## config.mk

```make
export PLATFORM = sky130hd
export DESIGN_NAME = sps_shift_store
export DESIGN_NICKNAME = d
export VERILOG_FILES = /design/src/core/sps_pkg.sv /design/src/core/sps_sync.sv /design/src/core/sps_store.sv /design/src/core/sps_shift_store.sv
export SDC_FILE = /design/constraint.sdc
export NUM_CORES = 1
export LEC_CHECK = 0
export ABC_AREA = 1
export BUFFER_PORTS_ARGS = -buffer_cell sky130_fd_sc_hd__buf_2
export CORE_UTILIZATION = 50
export DETAILED_ROUTE_END_ITERATION = 10
export PLACE_DENSITY_LB_ADDON = 0.2
export SYNTH_ARGS = -nofsm -noshare
export SYNTH_HDL_FRONTEND = slang
export SYNTH_SLANG_ARGS = --single-unit
```

## constraint.sdc

```tcl
create_clock -name REF_CLK -period 1.2 [get_ports REF_CLK]
set_clock_uncertainty 0.15 [all_clocks]
set_input_delay 0.06 -clock REF_CLK [delete_from_list [all_inputs] [get_ports REF_CLK]]
set_output_delay 0.06 -clock REF_CLK [all_outputs]
set_load 0.02 [all_outputs]
```

## src/core/sps_pkg.sv

```systemverilog
// shared constants and types of the serial shift / parallel store block
// assumes one 20 MHz reference clock and a synchronous active-high reset

package sps_pkg;

   // ----------------------------------------------------------------------
   // widths and timing
   // ----------------------------------------------------------------------
   localparam int unsigned DATA_W      = 16;
   localparam int unsigned SYNC_STAGES = 3;
   localparam int unsigned CLK_FREQ_HZ = 20_000_000;
   localparam int unsigned CLK_PER_PS  = 1_000_000_000 / (CLK_FREQ_HZ / 1000);

   // ----------------------------------------------------------------------
   // pin carrier: everything the controller drives toward the block
   // ----------------------------------------------------------------------
   typedef struct packed {
      logic cs_n;
      logic dir;
      logic shift_clock_n;
      logic store_clock;
      logic store_clear_n;
      logic sio_in;
   } sps_pins_t;

   localparam int unsigned PINS_W = $bits(sps_pins_t);

   // idle values: no shift fall and no store rise can come out of reset
   localparam sps_pins_t PINS_RST = '{
      cs_n          : 1'h1,
      dir           : 1'h0,
      shift_clock_n : 1'h0,
      store_clock   : 1'h1,
      store_clear_n : 1'h1,
      sio_in        : 1'h0
   };

   localparam logic [DATA_W-1:0] STORE_RST = 16'h0000;
   localparam logic [DATA_W-1:0] SHIFT_RST = 16'h0000;

   // ----------------------------------------------------------------------
   // shift register operating modes
   // ----------------------------------------------------------------------
   typedef enum logic [3:0] {
      SPS_HOLD     = 4'h1,
      SPS_SER_IN   = 4'h2,
      SPS_SER_OUT  = 4'h4,
      SPS_PAR_LOAD = 4'h8
   } sps_mode_t;

endpackage

```

## src/core/sps_sync.sv

```systemverilog
// three-stage input synchroniser with agreement filter
// assumes inputs are asynchronous pins; output changes once stages two and three agree

`timescale 1ns/1ps

module sps_sync #(
   parameter int unsigned          W       = 1,
   parameter logic        [W-1:0]  RST_VAL = '0
) (
   // clock and reset
   input  wire logic          clk,
   input  wire logic          rst,
   // pins in, settled value out
   input  wire logic [W-1:0]  din,
   output      logic [W-1:0]  dout_q
);

   logic [W-1:0] s1_q;
   logic [W-1:0] s2_q;
   logic [W-1:0] s3_q;
   logic [W-1:0] agree_d;

   // ----------------------------------------------------------------------
   // chain; first stage feeds only the second
   // ----------------------------------------------------------------------
   always_ff @(posedge clk) begin
      if (rst) begin
         s1_q <= RST_VAL;
         s2_q <= RST_VAL;
         s3_q <= RST_VAL;
      end else begin
         s1_q <= din;
         s2_q <= s1_q;
         s3_q <= s2_q;
      end
   end

   // ----------------------------------------------------------------------
   // agreement, bit by bit
   // ----------------------------------------------------------------------
   // a lone disagreeing sample is held off, so one pin edge counts once
   genvar i;
   generate
      for (i = 0; i < W; i++) begin : g_agree
         assign agree_d[i] = (s2_q[i] == s3_q[i]) ? s3_q[i] : dout_q[i];
      end
   endgenerate

   always_ff @(posedge clk) begin
      if (rst) begin
         dout_q <= RST_VAL;
      end else begin
         dout_q <= agree_d;
      end
   end

endmodule // sps_sync

```

## src/core/sps_store.sv

```systemverilog
// 16-bit storage register with asynchronous clear
// assumes load is a one-cycle pulse on clk; clear_n comes straight from the pin

`timescale 1ns/1ps

module sps_store #(
   parameter int unsigned W = sps_pkg::DATA_W
) (
   // clock and resets
   input  wire logic          clk,
   input  wire logic          rst,
   input  wire logic          clear_n,
   // load request and data
   input  wire logic          load,
   input  wire logic [W-1:0]  din,
   output      logic [W-1:0]  dout_q
);

   // ----------------------------------------------------------------------
   // storage; clear acts at once, only release waits for the clock
   // ----------------------------------------------------------------------
   always_ff @(posedge clk or negedge clear_n) begin
      if (!clear_n) begin
         dout_q <= '0;
      end else if (rst) begin
         dout_q <= W'(sps_pkg::STORE_RST);
      end else if (load) begin
         dout_q <= din;
      end
   end

endmodule // sps_store

```

## src/core/sps_shift_store.sv

```systemverilog
// top of the serial shift register with parallel-out storage register
// assumes the controller pins are asynchronous to REF_CLK and change far slower than it

`timescale 1ns/1ps

module sps_shift_store #(
   parameter int unsigned DATA_W = sps_pkg::DATA_W
) (
   // clock and reset
   input  wire logic               REF_CLK,
   input  wire logic               RST,
   // controller selects
   input  wire logic               CS_N,
   input  wire logic               DIR,
   // controller clocks and clear
   input  wire logic               SHIFT_CLOCK_N,
   input  wire logic               STORE_CLOCK,
   input  wire logic               STORE_CLEAR_N,
   // shared serial pin
   input  wire logic               SIO_I,
   output      logic               SIO_O,
   output      logic               SIO_OE,
   // parallel outputs
   output      logic [DATA_W-1:0]  PARALLEL_OUTPUTS
);

   // ----------------------------------------------------------------------
   // declarations
   // ----------------------------------------------------------------------
   sps_pkg::sps_pins_t   pins_raw;
   sps_pkg::sps_pins_t   pins_v;
   sps_pkg::sps_pins_t   pins_p_q;
   sps_pkg::sps_mode_t   mode_d;
   logic [DATA_W-1:0]    sh_q;
   logic [DATA_W-1:0]    sh_d;
   logic [DATA_W-1:0]    store_q;
   logic                 shift_fall;
   logic                 store_rise;
   logic                 store_load;
   logic                 sio_o_q;
   logic                 sio_oe_q;

   assign pins_raw = '{
      cs_n          : CS_N,
      dir           : DIR,
      shift_clock_n : SHIFT_CLOCK_N,
      store_clock   : STORE_CLOCK,
      store_clear_n : STORE_CLEAR_N,
      sio_in        : SIO_I
   };

   // ----------------------------------------------------------------------
   // pin synchronisation
   // ----------------------------------------------------------------------
   sps_sync #(
      .W       (sps_pkg::PINS_W),
      .RST_VAL (sps_pkg::PINS_RST)
   ) u_sync (
      .clk    (REF_CLK),
      .rst    (RST),
      .din    (pins_raw),
      .dout_q (pins_v)
   );

   always_ff @(posedge REF_CLK) begin
      if (RST) begin
         pins_p_q <= sps_pkg::PINS_RST;
      end else begin
         pins_p_q <= pins_v;
      end
   end

   // ----------------------------------------------------------------------
   // clock edge detection on the settled pins
   // ----------------------------------------------------------------------
   // both edges are masked by chip select, so a stray clock edge while idle is lost
   assign shift_fall = pins_p_q.shift_clock_n & ~pins_v.shift_clock_n & ~pins_v.cs_n;
   assign store_rise = ~pins_p_q.store_clock & pins_v.store_clock & ~pins_v.cs_n;

   // ----------------------------------------------------------------------
   // mode decode
   // ----------------------------------------------------------------------
   always_comb begin
      if (pins_v.cs_n) begin
         mode_d = sps_pkg::SPS_HOLD;
      end else if (!pins_v.dir) begin
         mode_d = sps_pkg::SPS_SER_IN;
      end else if (pins_v.store_clock) begin
         mode_d = sps_pkg::SPS_PAR_LOAD;
      end else begin
         mode_d = sps_pkg::SPS_SER_OUT;
      end
   end

   // ----------------------------------------------------------------------
   // shift register next value
   // ----------------------------------------------------------------------
   always_comb begin
      sh_d = sh_q;
      if (shift_fall) begin
         case (mode_d)
            sps_pkg::SPS_SER_IN: begin
               sh_d = {sh_q[DATA_W-2:0], pins_v.sio_in};
            end
            sps_pkg::SPS_SER_OUT: begin
               sh_d = {sh_q[DATA_W-2:0], sh_q[DATA_W-1]};
            end
            sps_pkg::SPS_PAR_LOAD: begin
               sh_d = store_q;
            end
            default: begin
               sh_d = sh_q;
            end
         endcase
      end
   end

   always_ff @(posedge REF_CLK) begin
      if (RST) begin
         sh_q <= DATA_W'(sps_pkg::SHIFT_RST);
      end else begin
         sh_q <= sh_d;
      end
   end

   // ----------------------------------------------------------------------
   // serial pin driver
   // ----------------------------------------------------------------------
   // driven from the next value so the pin shows bit 15 on the cycle it lands
   always_ff @(posedge REF_CLK) begin
      if (RST) begin
         sio_o_q  <= 1'h0;
         sio_oe_q <= 1'h0;
      end else begin
         sio_o_q  <= sh_d[DATA_W-1];
         sio_oe_q <= ~pins_v.cs_n & pins_v.dir;
      end
   end

   // ----------------------------------------------------------------------
   // storage register
   // ----------------------------------------------------------------------
   // load waits for the settled clear so a freshly released clear cannot race
   assign store_load = store_rise & ~pins_v.dir & pins_v.store_clear_n;

   sps_store #(
      .W (DATA_W)
   ) u_store (
      .clk     (REF_CLK),
      .rst     (RST),
      .clear_n (STORE_CLEAR_N),
      .load    (store_load),
      .din     (sh_q),
      .dout_q  (store_q)
   );

   // ----------------------------------------------------------------------
   // outputs
   // ----------------------------------------------------------------------
   assign SIO_O            = sio_o_q;
   assign SIO_OE           = sio_oe_q;
   assign PARALLEL_OUTPUTS = store_q;
endmodule // sps_shift_store

```

Word level (Yosys, flattened, before mapping)
Index checks and enable logic that the tools add are counted.
{"block": "classes", "reduce_logical": 3, "n_mux": 6, "n_bitwise": 11, "eq_ne": 9}
{"op": "$pmux W16 S3", "count": 1}
{"op": "$mux W16", "count": 2}
{"op": "$mux W4", "count": 3}
{"op": "$and A1 B1 Y1", "count": 7}
{"op": "$eq A1 B1 Y1", "count": 6}
{"op": "$eq A4 B2 Y1 const B", "count": 1}
{"op": "$eq A4 B3 Y1 const B", "count": 1}
{"op": "$eq A4 B4 Y1 const B", "count": 1}
{"op": "$not A1 Y1", "count": 4}
{"op": "$reduce_bool A3 Y1", "count": 1}
{"op": "$reduce_and A2 Y1", "count": 1}
{"op": "$reduce_bool A2 Y1", "count": 1}
{"block": "totals", "regBits": 59, "elab_cells": 44, "out_inout_bits": 18, "in_bits": 8}

Longest topological paths before layout
Gate-level depths: netlist of run 1.
{"block": "logic_depth", "word_depth": 7, "mapped_depth": 7}

By module
Synthesis of run 1 repeated with hierarchy kept, for this count alone.
{"block": "hier_totals", "hier_cells": 314, "hier_area_um2": 2436.1}
{"mod": "sps_shift_store", "seq_area_each_um2": 380.4, "cells_per_inst": 157, "area_each_um2": 1034.7, "instances": 1}
{"mod": "sps_sync", "seq_area_each_um2": 480.5, "cells_per_inst": 87, "area_each_um2": 753.2, "instances": 1}
{"mod": "sps_store", "seq_area_each_um2": 400.4, "cells_per_inst": 70, "area_each_um2": 648.1, "instances": 1}

Worst setup path before layout of run 1
No wires, ideal clock.
{"block": "synth_timing", "kind": "register -> register", "from": "register u_sync.dout_q[4]", "to": "register u_store.dout_q[10]", "path_stages_with_launch": 7, "setup_ns": 0.117, "arrival_time_ns": 0.991, "n_path_buf": 2, "setup_slack_ns": -0.059, "cell_sequence": "dfxtp_1 > buf_4 > nor2_1 > nand4_2 > buf_6 > nand3_1 > nand2_1"}
{"block": "synth_via", "elab_chain_len": 4}
{"item": "start, declared", "line": "sps_sync.sv:15", "text": "output logic [W-1:0] dout_q"}
{"item": "start signal, assigned", "line": "sps_sync.sv:53", "text": "dout_q <= agree_d;"}
{"item": "$not A1 Y1", "line": "sps_shift_store.sv:144", "text": "assign store_load = store_rise & ~pins_v.dir & pins_v.store_clear_n;"}
{"item": "$and A1 B1 Y1 (2 in series)", "line": "sps_shift_store.sv:144"}
{"item": "$reduce_bool A2 Y1 (no source line)"}
{"item": "end signal, assigned", "line": "sps_store.sv:26", "text": "dout_q <= W'(sps_pkg::STORE_RST);"}
{"item": "end signal, assigned", "line": "sps_store.sv:28", "text": "dout_q <= din;"}
{"item": "end, declared", "line": "sps_store.sv:16", "text": "output logic [W-1:0] dout_q"}
No other way between the ends.
A chain may end at the register's enable or synchronous reset.

Worst setup path after layout of run 1
{"block": "layout_timing", "from": "register u_sync.dout_q[5]", "to": "register u_store.dout_q[10]"}
{"block": "layout_via", "elab_chain_len": 5}
{"item": "$not A1 Y1", "line": "sps_shift_store.sv:78", "text": "assign store_rise = ~pins_p_q.store_clock & pins_v.store_clock & ~pins_v.cs_n;"}
{"item": "$and A1 B1 Y1", "line": "sps_shift_store.sv:78"}
{"item": "$and A1 B1 Y1 (2 in series)", "line": "sps_shift_store.sv:144"}
{"item": "$reduce_bool A2 Y1 (no source line)"}
No other way between the ends.

==> results of run 1 <==
layout make-up:
cell class / instances / area [um^2]
clock inverters: 2 / 35.0
well taps: 52 / 65.1
inverters: 49 / 194
multi-input cells: 177 / 1020
repair buffers: 59 / 463
flip-flops and latches: 59 / 1280
clock buffers: 14 / 163
fillers: 336 / 1250
worst paths after layout:
path,startpoint,end,slack (ns),depth (start not counted)
max in group asynchronous,STORE_CLEAR_N,u_store.dout_q[1],0.62,3
worst max register to register,u_sync.dout_q[5],u_store.dout_q[10],-0.06,5
worst min-delay path,RST,u_sync.dout_q[2],0.02,3
worst min register to register,u_sync.s1_q[4],u_sync.s2_q[4],0.25,2
worst max-delay path,u_sync.dout_q[5],u_store.dout_q[10],-0.06,5
min in group asynchronous,STORE_CLEAR_N,u_store.dout_q[7],0.08,3
metrics by stage:
step / area [um^2] / worst slack, ns
CTS: 3070 / -0.0238
global placement: 2720 / -0.0360
floorplan: 2440 / -0.00859
global route: 3220 / -0.136
finish: 3220 / -0.0579
detailed placement: 2720 / -0.0661
metal layers:
layer / vias to the layer above / share of wire (%) / track usage [%]
li1: 1074 / - / -
met1: 1044 / 42 / 32.1
met2: 110 / 48 / 39.0
met3: 24 / 7.5 / 5.34
met4: 0 / 2.7 / 15.6
met5: - / 0 / 0
what timing repair did:
action                                  in CTS  in global routing
hold endpoints to repair                    25                  3
endpoints found under the setup margin      32                 32
pin swaps                                    1                  6
hold buffers                                 6                  1
buffers inserted                             4                  1
resized for setup                           10                 40
cloned                                       2                  1
power groups by stage:
| stage | Clock (mW) | Combinational, mW | Sequential (mW) |
|---|---|---|---|
| 2_1_floorplan | 0 | 0.0584 | 2.04 |
| 3_3_place_gp | 0 | 0.113 | 2.04 |
| 3_5_place_dp | 0 | 0.115 | 2.04 |
| 4_1_cts | 1.84 | 0.131 | 1.99 |
| 5_1_grt | 1.91 | 0.158 | 1.99 |
| 6_report | 1.82 | 0.143 | 1.99 |
cells in the mapped netlist, drive strengths merged:
cell type and count:
a211oi 2, a21oi 21, buf 14, clkbuf 3, dfrtp 16, dfxtp 43
inv 49, nand2 56, nand3 51, nand4 16, nor2 16, nor3 2
o21ai 3, or2 9
cells by family after synthesis:
| kind of cell | after synthesis | share of synthesized area, % |
|---|---|---|
| buffers and inverters | 66 | 11.9 |
| AOI/OAI and AO/OA | 26 | 5.62 |
| DFF | 59 | 52.5 |
| and+or+nand+nor | 150 | 30.0 |
flip-flops by register name (all words and copies together), names as in the netlist:
signal          cells
u_store.dout_q     16
sh_q               16
SIO_OE              1
u_sync.s1_q         6
pins_p_q            2
u_sync.s2_q         6
u_sync.s3_q         6
u_sync.dout_q       6
worst max-delay path: cells and delay by family (launching register included):
family / cells / cell delay, ns
AND/OR/NAND/NOR: 3 / 0.36
buffers and inverters: 2 / 0.31
flip-flops: 1 / 0.37
cells in the final DEF, fill, tap and decap left out, drive strengths merged, types with 3 or more instances in the layout:
master | synthesis | layout
a21oi | 21 | 21
buf | 14 | 51
clkbuf | 3 | 15
dfrtp | 16 | 16
dfxtp | 43 | 43
dlygate4sd3 | 0 | 7
inv | 49 | 49
nand2 | 56 | 56
nand3 | 51 | 51
nand4 | 16 | 17
nor2 | 16 | 16
o21ai | 3 | 3
or2 | 9 | 9
==> results_dict.tcl, run 1 <==
set metrics [dict create \
    status "finished, violations left" \
    violations "DRC, setup timing" \
    setup_ws_ns -0.0579 \
    areaGrowthSynthToFinish_pct 34.0 \
    diodes 0 \
    clock_latency_ns 0.34 \
    routedWlPerCell_um 14.7 \
    startpoint_type "flip-flop" \
    fin_hold_ws_ns 0.0180 \
    cp_slowest_cell "dfxtp_4" \
    switching_power_mw 0.838 \
    ys_ff_latch 59 \
    cp_slowest_stage_delay_ns 0.37 \
    power_mw 3.95 \
    via_count 2252 \
    nets 363 \
    path_max_fanout 8 \
    die_area_mm2 0.00509 \
    io_pins 26 \
    cp.required_ns 1.32 \
    grt_max_degree 17 \
    synth-seq-area-share_pct 52.5 \
    syn_area_mm2 0.00240 \
    min_period_ns 1.26 \
    drv_cap 0 \
    drive_gt1_share_pct 33.1 \
    p_per_area_mw_per_mm2 1230 \
    finalSetupTns_ns -0.914 \
    yosysTopAreaCell "dfxtp_1" \
    grt_pass1_wl_mm 9.64 \
    cts_tree "done" \
    grt_pass1_vias 2098 \
    antenna_found_initial 0 \
    synth_cells 301 \
    cts-root-buf "clkbuf_8" \
    overflow 0 \
    p_seq_share_pct 50.4 \
    cts_buffer_depth 2 \
    arrival_ns 1.38 \
    yosysWarnings 0 \
    setup-violations-final 31 \
    utilization_pct 72.0 \
    rsz0062_at_grt "yes" \
    tightest_slew_ns 0.246 \
    postRouteAntennaNets 0 \
    die_w_um 71.3 \
    std_cell_rows 24 \
    stdcell_count 412 \
    coreArea_mm2 0.00447 \
    first_iter_violations 235 \
    swShare_pct 21.2 \
    die_h_um 71.3 \
    cts_max_level 3 \
    initial_core_util_pct 53.7 \
    relSlewSlack_pct 83.6 \
    yosys.cell_types.count 21 \
    comb_power_share_pct 3.6 \
    leakage_nw 1.47 \
    post-route-period-util_pct 105 \
    grt_usage_pct 25.1 \
    synth.top_cell.area_share_pct 35.8 \
    cts-buffers-inserted 9 \
    syn-num-nets 309 \
    dpl.hpwl_mm 3.43 \
    fmax_ghz 0.795 \
    numClockSinks 59 \
    worstSetupPathType "reg -> reg" \
    hold_viol 0 \
    crit_chain "buf_12 > nor3_4 > buf_6 > nand3_1 > nand2_1" \
    clk_pin_slew_ns 0.06 \
    clock_power_share_pct 46.0 \
    synthTopCellsByArea "dfxtp_1 (36%), dfrtp_1 (17%), nand3_1 (10%)" \
    placed_cells 383 \
    timing.final.max_slew_violations 0 \
    vias_per_cell 5.47 \
    hold_class "in -> reg" \
    finalWirelength_mm 6.06 \
    power.internal_mw 3.11 \
    drcViolationCount 3 \
    critPathCaptureType "flip-flop" \
    syn_area_per_cell_um2 7.98 \
    io_buffers 25 \
    dr.pass1.iters 9 \
    gp_congestion 0.811 \
    ir_drop_v 0.000747 \
]
No activity file was read; power rests on OpenSTA's default activity.
==> run 2: changes to the inputs <==
Settings changed: ABC_AREA 1 to not set, CTS_CLUSTER_SIZE set to 30, SKIP_CTS_REPAIR_TIMING set to 1.
==> run 2 against run 1 <==
Global-route usage is 4.0 points lower. Worst hold slack worse by 0.091 ns. The flow finishes with violations (hold timing, setup timing). Register-to-register slack worse by 0.18 ns. Clock power is 16% lower. Total power is 7.8% lower.
==> results_dict.tcl, run 2 <==
set metrics [dict create \
    numClockSinks 59 \
    synth_cells 199 \
    synthMuxAreaShare_pct 0.521 \
    comb_power_share_pct 3.4 \
    cp.required_ns 1.26 \
    power_mw 3.64 \
    diodes 0 \
    synth-seq-area-share_pct 58.4 \
    violations "hold timing, setup timing" \
    gp_congestion 0.778 \
    pre_cts_ws_ns -0.261 \
    std_cell_rows 23 \
    dr.pass1.iters 4 \
    fill_cells 317 \
    vias_per_cell 5.34 \
    synthTopCellsByArea "dfxtp_1 (40%), dfrtp_1 (19%), a22o_2 (6.0%)" \
    asyncSetResetFlopFracSynth_pct 27.1 \
    power.internal_mw 2.85 \
    p_per_area_mw_per_mm2 1280 \
    swShare_pct 21.8 \
    dpl.hpwl_mm 2.78 \
    via_count 1628 \
    die_w_um 67.7 \
    hold_viol 8 \
    die_h_um 67.7 \
    areaGrowthSynthToFinish_pct 31.6 \
    cts_max_level 3 \
    finalWirelength_mm 4.58 \
    synth.top_cell.area_share_pct 39.9 \
    grt_max_degree 33 \
    clock_latency_ns 0.33 \
    antenna_found_initial 0 \
    drcViolationCount 0 \
    reg_top3 "sh_q (16), u_store.dout_q (16)" \
    startpoint_type "flip-flop" \
    layout_commonest_cell "dfxtp_1" \
    synth.most_common_cell "dfxtp_1" \
    first_iter_violations 160 \
    path_max_fanout 8 \
    drive_gt1_share_pct 42.4 \
    cts-root-buf "clkbuf_8" \
    arrival_ns 1.49 \
    yosys.cell_types.count 28 \
    worstSetupPathType "reg -> reg" \
    synth_top_family_by_area "simple AND/OR/NAND/NOR gates" \
    nets 258 \
    relSlewSlack_pct 63.0 \
    grt_pass1_vias 1518 \
    ys.flop_type "dfxtp_1" \
    drv_cap 0 \
    cts_buffer_depth 2 \
    seq_area_mm2 0.00127 \
    synthXorXnorAreaFrac_pct 0 \
    yosysTopAreaCell "dfxtp_1" \
    grt_usage_pct 21.1 \
    multi_input_area_um2 871 \
    switching_power_mw 0.794 \
    clock_power_share_pct 41.7 \
    syn-num-nets 207 \
    fin_hold_ws_ns -0.0735 \
    cts-buffers-inserted 9 \
    clk_pin_slew_ns 0.06 \
    critPathCaptureType "flip-flop" \
    synth_top_cells_by_count "dfxtp_1 (43), nand2_1 (33), nor2_1 (19)" \
    leakage_nw 1.16 \
    synthAdderAreaFrac_pct 0 \
    utilization_pct 69.6 \
    coreArea_mm2 0.00409 \
    routedWlPerCell_um 15.0 \
    timing.final.max_slew_violations 0 \
    synth_edf_count 0 \
    fmax_ghz 0.698 \
    synth_simple_gate_area_share_pct 18.8 \
    p_seq_share_pct 54.9 \
    synth_compound_area_share_pct 18.1 \
    post-route-period-util_pct 119 \
    io_pins 26 \
    setup-violations-final 35 \
    die_area_mm2 0.00459 \
    cts_tree "done" \
    overflow 0 \
    tightest_slew_ns 0.554 \
    initial_core_util_pct 52.8 \
    ys_ff_latch 59 \
    syn_area_mm2 0.00216 \
    finalSetupTns_ns -6.46 \
    io_buffers 25 \
    final_cell_mix "dfxtp_1 (40), buf_2 (24), nand2_1 (23)" \
    postRouteAntennaNets 0 \
    setup_ws_ns -0.234 \
    yosysWarnings 0 \
    ir_drop_v 0.000781 \
    rsz0062_at_grt "yes" \
    grt_pass1_wl_mm 6.90 \
    min_period_ns 1.43 \
    syn_area_per_cell_um2 10.9 \
    status "finished, violations left" \
    hold_class "in -> reg" \
]
[run 2: cell count changes in the layout (fill, tap and decap cells not counted), sizes merged, moves of 15 or more]
cell,delta
a22o,+16
a311oi,+15
inv,-49
nand2,-23
nand3,-51
nand4,-17
[run 2: through the flow]
step	cells	cell area (um^2)
after global routing	305	2840
after detailed placement	279	2510
after global placement	279	2510
final	305	2840
after CTS	295	2670
after floorplan	199	2200
[run 2: final cells by class]
cell class | count | share of cell area [%]
clock buffer | 13 | 5.24
clock inverter | 3 | 0.528
multi-input combinational | 126 | 30.6
sequential | 59 | 44.6
tap | 50 | 2.20
timing repair buffer | 54 | 16.8
[run 2: routing by layer]
metal	routed length, um	vias to the layer above	GRT usage [%]
met3	227	7	5.07
met2	2120	46	31.2
met1	2160	779	27.7
met4	63	0	12.2
li1	-	796	-
met5	0	-	0
[run 2: worst max-delay path: stages, from the launching register on]
cell       delay (ns)
dfxtp_2          0.33
buf_6            0.12
nor3b_4          0.24
buf_6            0.15
clkbuf_16        0.14
nand2b_4         0.12
a21oi_2          0.05
[run 2: power groups by stage]
| stage | clock, mW | sequential (mW) | combinational (mW) |
|---|---|---|---|
| final | 1.52 | 2.00 | 0.123 |
| after global routing | 1.63 | 2.00 | 0.134 |
| after CTS | 1.54 | 2.00 | 0.102 |
| after detailed placement | 0 | 2.04 | 0.101 |
| after floorplan | 0 | 2.04 | 0.0550 |
| after global placement | 0 | 2.04 | 0.0982 |
[run 2: worst paths after layout]
check | from | endpoint | slack, ns | depth (start not counted)
hold reg to reg | u_sync.s1_q[5] | u_sync.s2_q[5] | 0.26 | 1
setup / recovery | u_sync.dout_q[5] | sh_q[0] | -0.23 | 6
hold / removal | RST | u_sync.s3_q[3] | -0.07 | 3
setup reg to reg | u_sync.dout_q[5] | sh_q[0] | -0.23 | 6
max in group asynchronous | STORE_CLEAR_N | u_store.dout_q[2] | 0.63 | 3
min in group asynchronous | STORE_CLEAR_N | u_store.dout_q[0] | 0.08 | 3
[run 2: logic make-up after synthesis]
group | after synthesis
muxes | 1
buffers and inverters | 14
and+or+nand+nor | 79
AOI/OAI and AO/OA | 46
DFF | 59
==> run 3: changes to the inputs <==
Settings changed: RECOVER_POWER set to 50.
==> run 3 against run 2 <==
The run still ends with hold timing, setup timing left. Wire length shrank 0.22%. Die area unchanged. Critical path depth unchanged. First-iteration DRC count unchanged.
==> results_dict.tcl, run 3 (synthesis results as in run 2) <==
set metrics [dict create \
    stdcell_count 305 \
    status "finished, violations left" \
    clock_power_share_pct 41.8 \
    first_iter_violations 160 \
    timing.final.max_slew_violations 0 \
    relSlewSlack_pct 63.5 \
    cts-buffers-inserted 9 \
    grt_pass1_vias 1518 \
    cts-root-buf "clkbuf_8" \
    rsz0062_at_grt "yes" \
    leakage_nw 1.15 \
    gp_congestion 0.778 \
    coreArea_mm2 0.00409 \
    min_period_ns 1.43 \
    drive_gt1_share_pct 42.0 \
    ir_drop_v 0.000782 \
    grt_pass1_wl_mm 6.90 \
    initial_core_util_pct 52.8 \
    numClockSinks 59 \
    reg_top3 "sh_q (16), u_store.dout_q (16)" \
    tightest_slew_ns 0.546 \
    dpl.hpwl_mm 2.78 \
    setup_ws_ns -0.235 \
    startpoint_type "flip-flop" \
    comb_power_share_pct 3.3 \
    placed_cells 279 \
    std_cell_rows 23 \
    vias_per_cell 5.35 \
    fmax_ghz 0.697 \
    hold_class "in -> reg" \
    cts_buffer_depth 2 \
    die_h_um 67.7 \
    setup-violations-final 35 \
    violations "hold timing, setup timing" \
    worstSetupPathType "reg -> reg" \
    die_area_mm2 0.00459 \
    switching_power_mw 0.795 \
    areaGrowthSynthToFinish_pct 31.5 \
    path_max_fanout 8 \
    finalWirelength_mm 4.57 \
    cp.required_ns 1.26 \
    grt_usage_pct 21.1 \
    grt_max_degree 33 \
    swShare_pct 21.8 \
    dr.pass1.iters 4 \
    antenna_found_initial 0 \
    r2r_cells 6 \
    fin_hold_ws_ns -0.0735 \
    final_cell_mix "dfxtp_1 (40), nand2_1 (23), buf_2 (23)" \
    via_count 1632 \
    pre_cts_ws_ns -0.261 \
    nets 258 \
    overflow 0 \
    die_w_um 67.7 \
    drv_cap 0 \
    io_buffers 25 \
    cts_tree "done" \
    io_pins 26 \
    cts_max_level 3 \
    critPathCaptureType "flip-flop" \
    p_seq_share_pct 54.9 \
    p_per_area_mw_per_mm2 1280 \
    routedWlPerCell_um 15.0 \
    arrival_ns 1.50 \
    power.internal_mw 2.85 \
    post-route-period-util_pct 120 \
    postRouteAntennaNets 0 \
    whs_path_depth 3 \
    clock_latency_ns 0.33 \
    hold_viol 8 \
    diodes 0 \
    drcViolationCount 0 \
    clk_pin_slew_ns 0.06 \
    layout_commonest_cell "dfxtp_1" \
]
[run 3: worst paths after layout]
kind / startpoint / to / slack (ns)
worst max register to register: u_sync.dout_q[5] / sh_q[0] / -0.23
worst min-delay path: RST / u_sync.s3_q[3] / -0.07
worst max-delay path: u_sync.dout_q[5] / sh_q[0] / -0.23
max in group asynchronous: STORE_CLEAR_N / u_store.dout_q[12] / 0.41
min in group asynchronous: STORE_CLEAR_N / u_store.dout_q[0] / 0.18
worst min register to register: u_sync.s1_q[5] / u_sync.s2_q[5] / 0.26
[run 3: metrics by stage]
| step | cell area (um^2) | power, mW | utilization (%) | hold WS, ns | setup TNS, ns |
|---|---|---|---|---|---|
| floorplan | 2200 | 2.09 | - | -0.386 | -4.74 |
| global placement | 2510 | 2.14 | 61.3 | -0.0991 | -5.83 |
| detailed placement | 2510 | 2.14 | 61.3 | -0.103 | -6.72 |
| CTS | 2670 | 3.64 | 65.3 | -0.454 | -7.29 |
| global route | 2840 | 3.76 | 69.5 | -0.0604 | -8.48 |
| finish | 2840 | 3.64 | 69.5 | -0.0735 | -6.46 |
[run 3: area by class of cell]
class | instances | area [um^2]
fillers | 318 | 1250
well taps | 50 | 62.6
multi-input cells | 126 | 871
repair buffers | 54 | 474
flip-flops and latches | 59 | 1270
clock buffers | 13 | 149
clock inverters | 3 | 15.0
[run 3: power by group through the flow]
stage / Combinational (mW) / Sequential (mW) / Clock, mW
floorplan: 0.0550 / 2.04 / 0
global placement: 0.0982 / 2.04 / 0
detailed placement: 0.101 / 2.04 / 0
CTS: 0.102 / 2.00 / 1.54
global route: 0.132 / 2.00 / 1.63
finish: 0.121 / 2.00 / 1.52
[run 3: metal layers]
layer / up-vias / global-route usage, % / wire, um
met5: - / 0 / 0
met4: 0 / 12.2 / 63
met3: 7 / 5.07 / 199
met2: 41 / 31.2 / 2140
met1: 788 / 27.7 / 2170
li1: 796 / - / -
[run 3: worst max-delay path: stages, from the launching register on]
cell	delay [ns]
dfxtp_2	0.33
buf_6	0.12
nor3b_4	0.25
buf_6	0.15
clkbuf_16	0.14
nand2b_4	0.12
a21oi_2	0.05
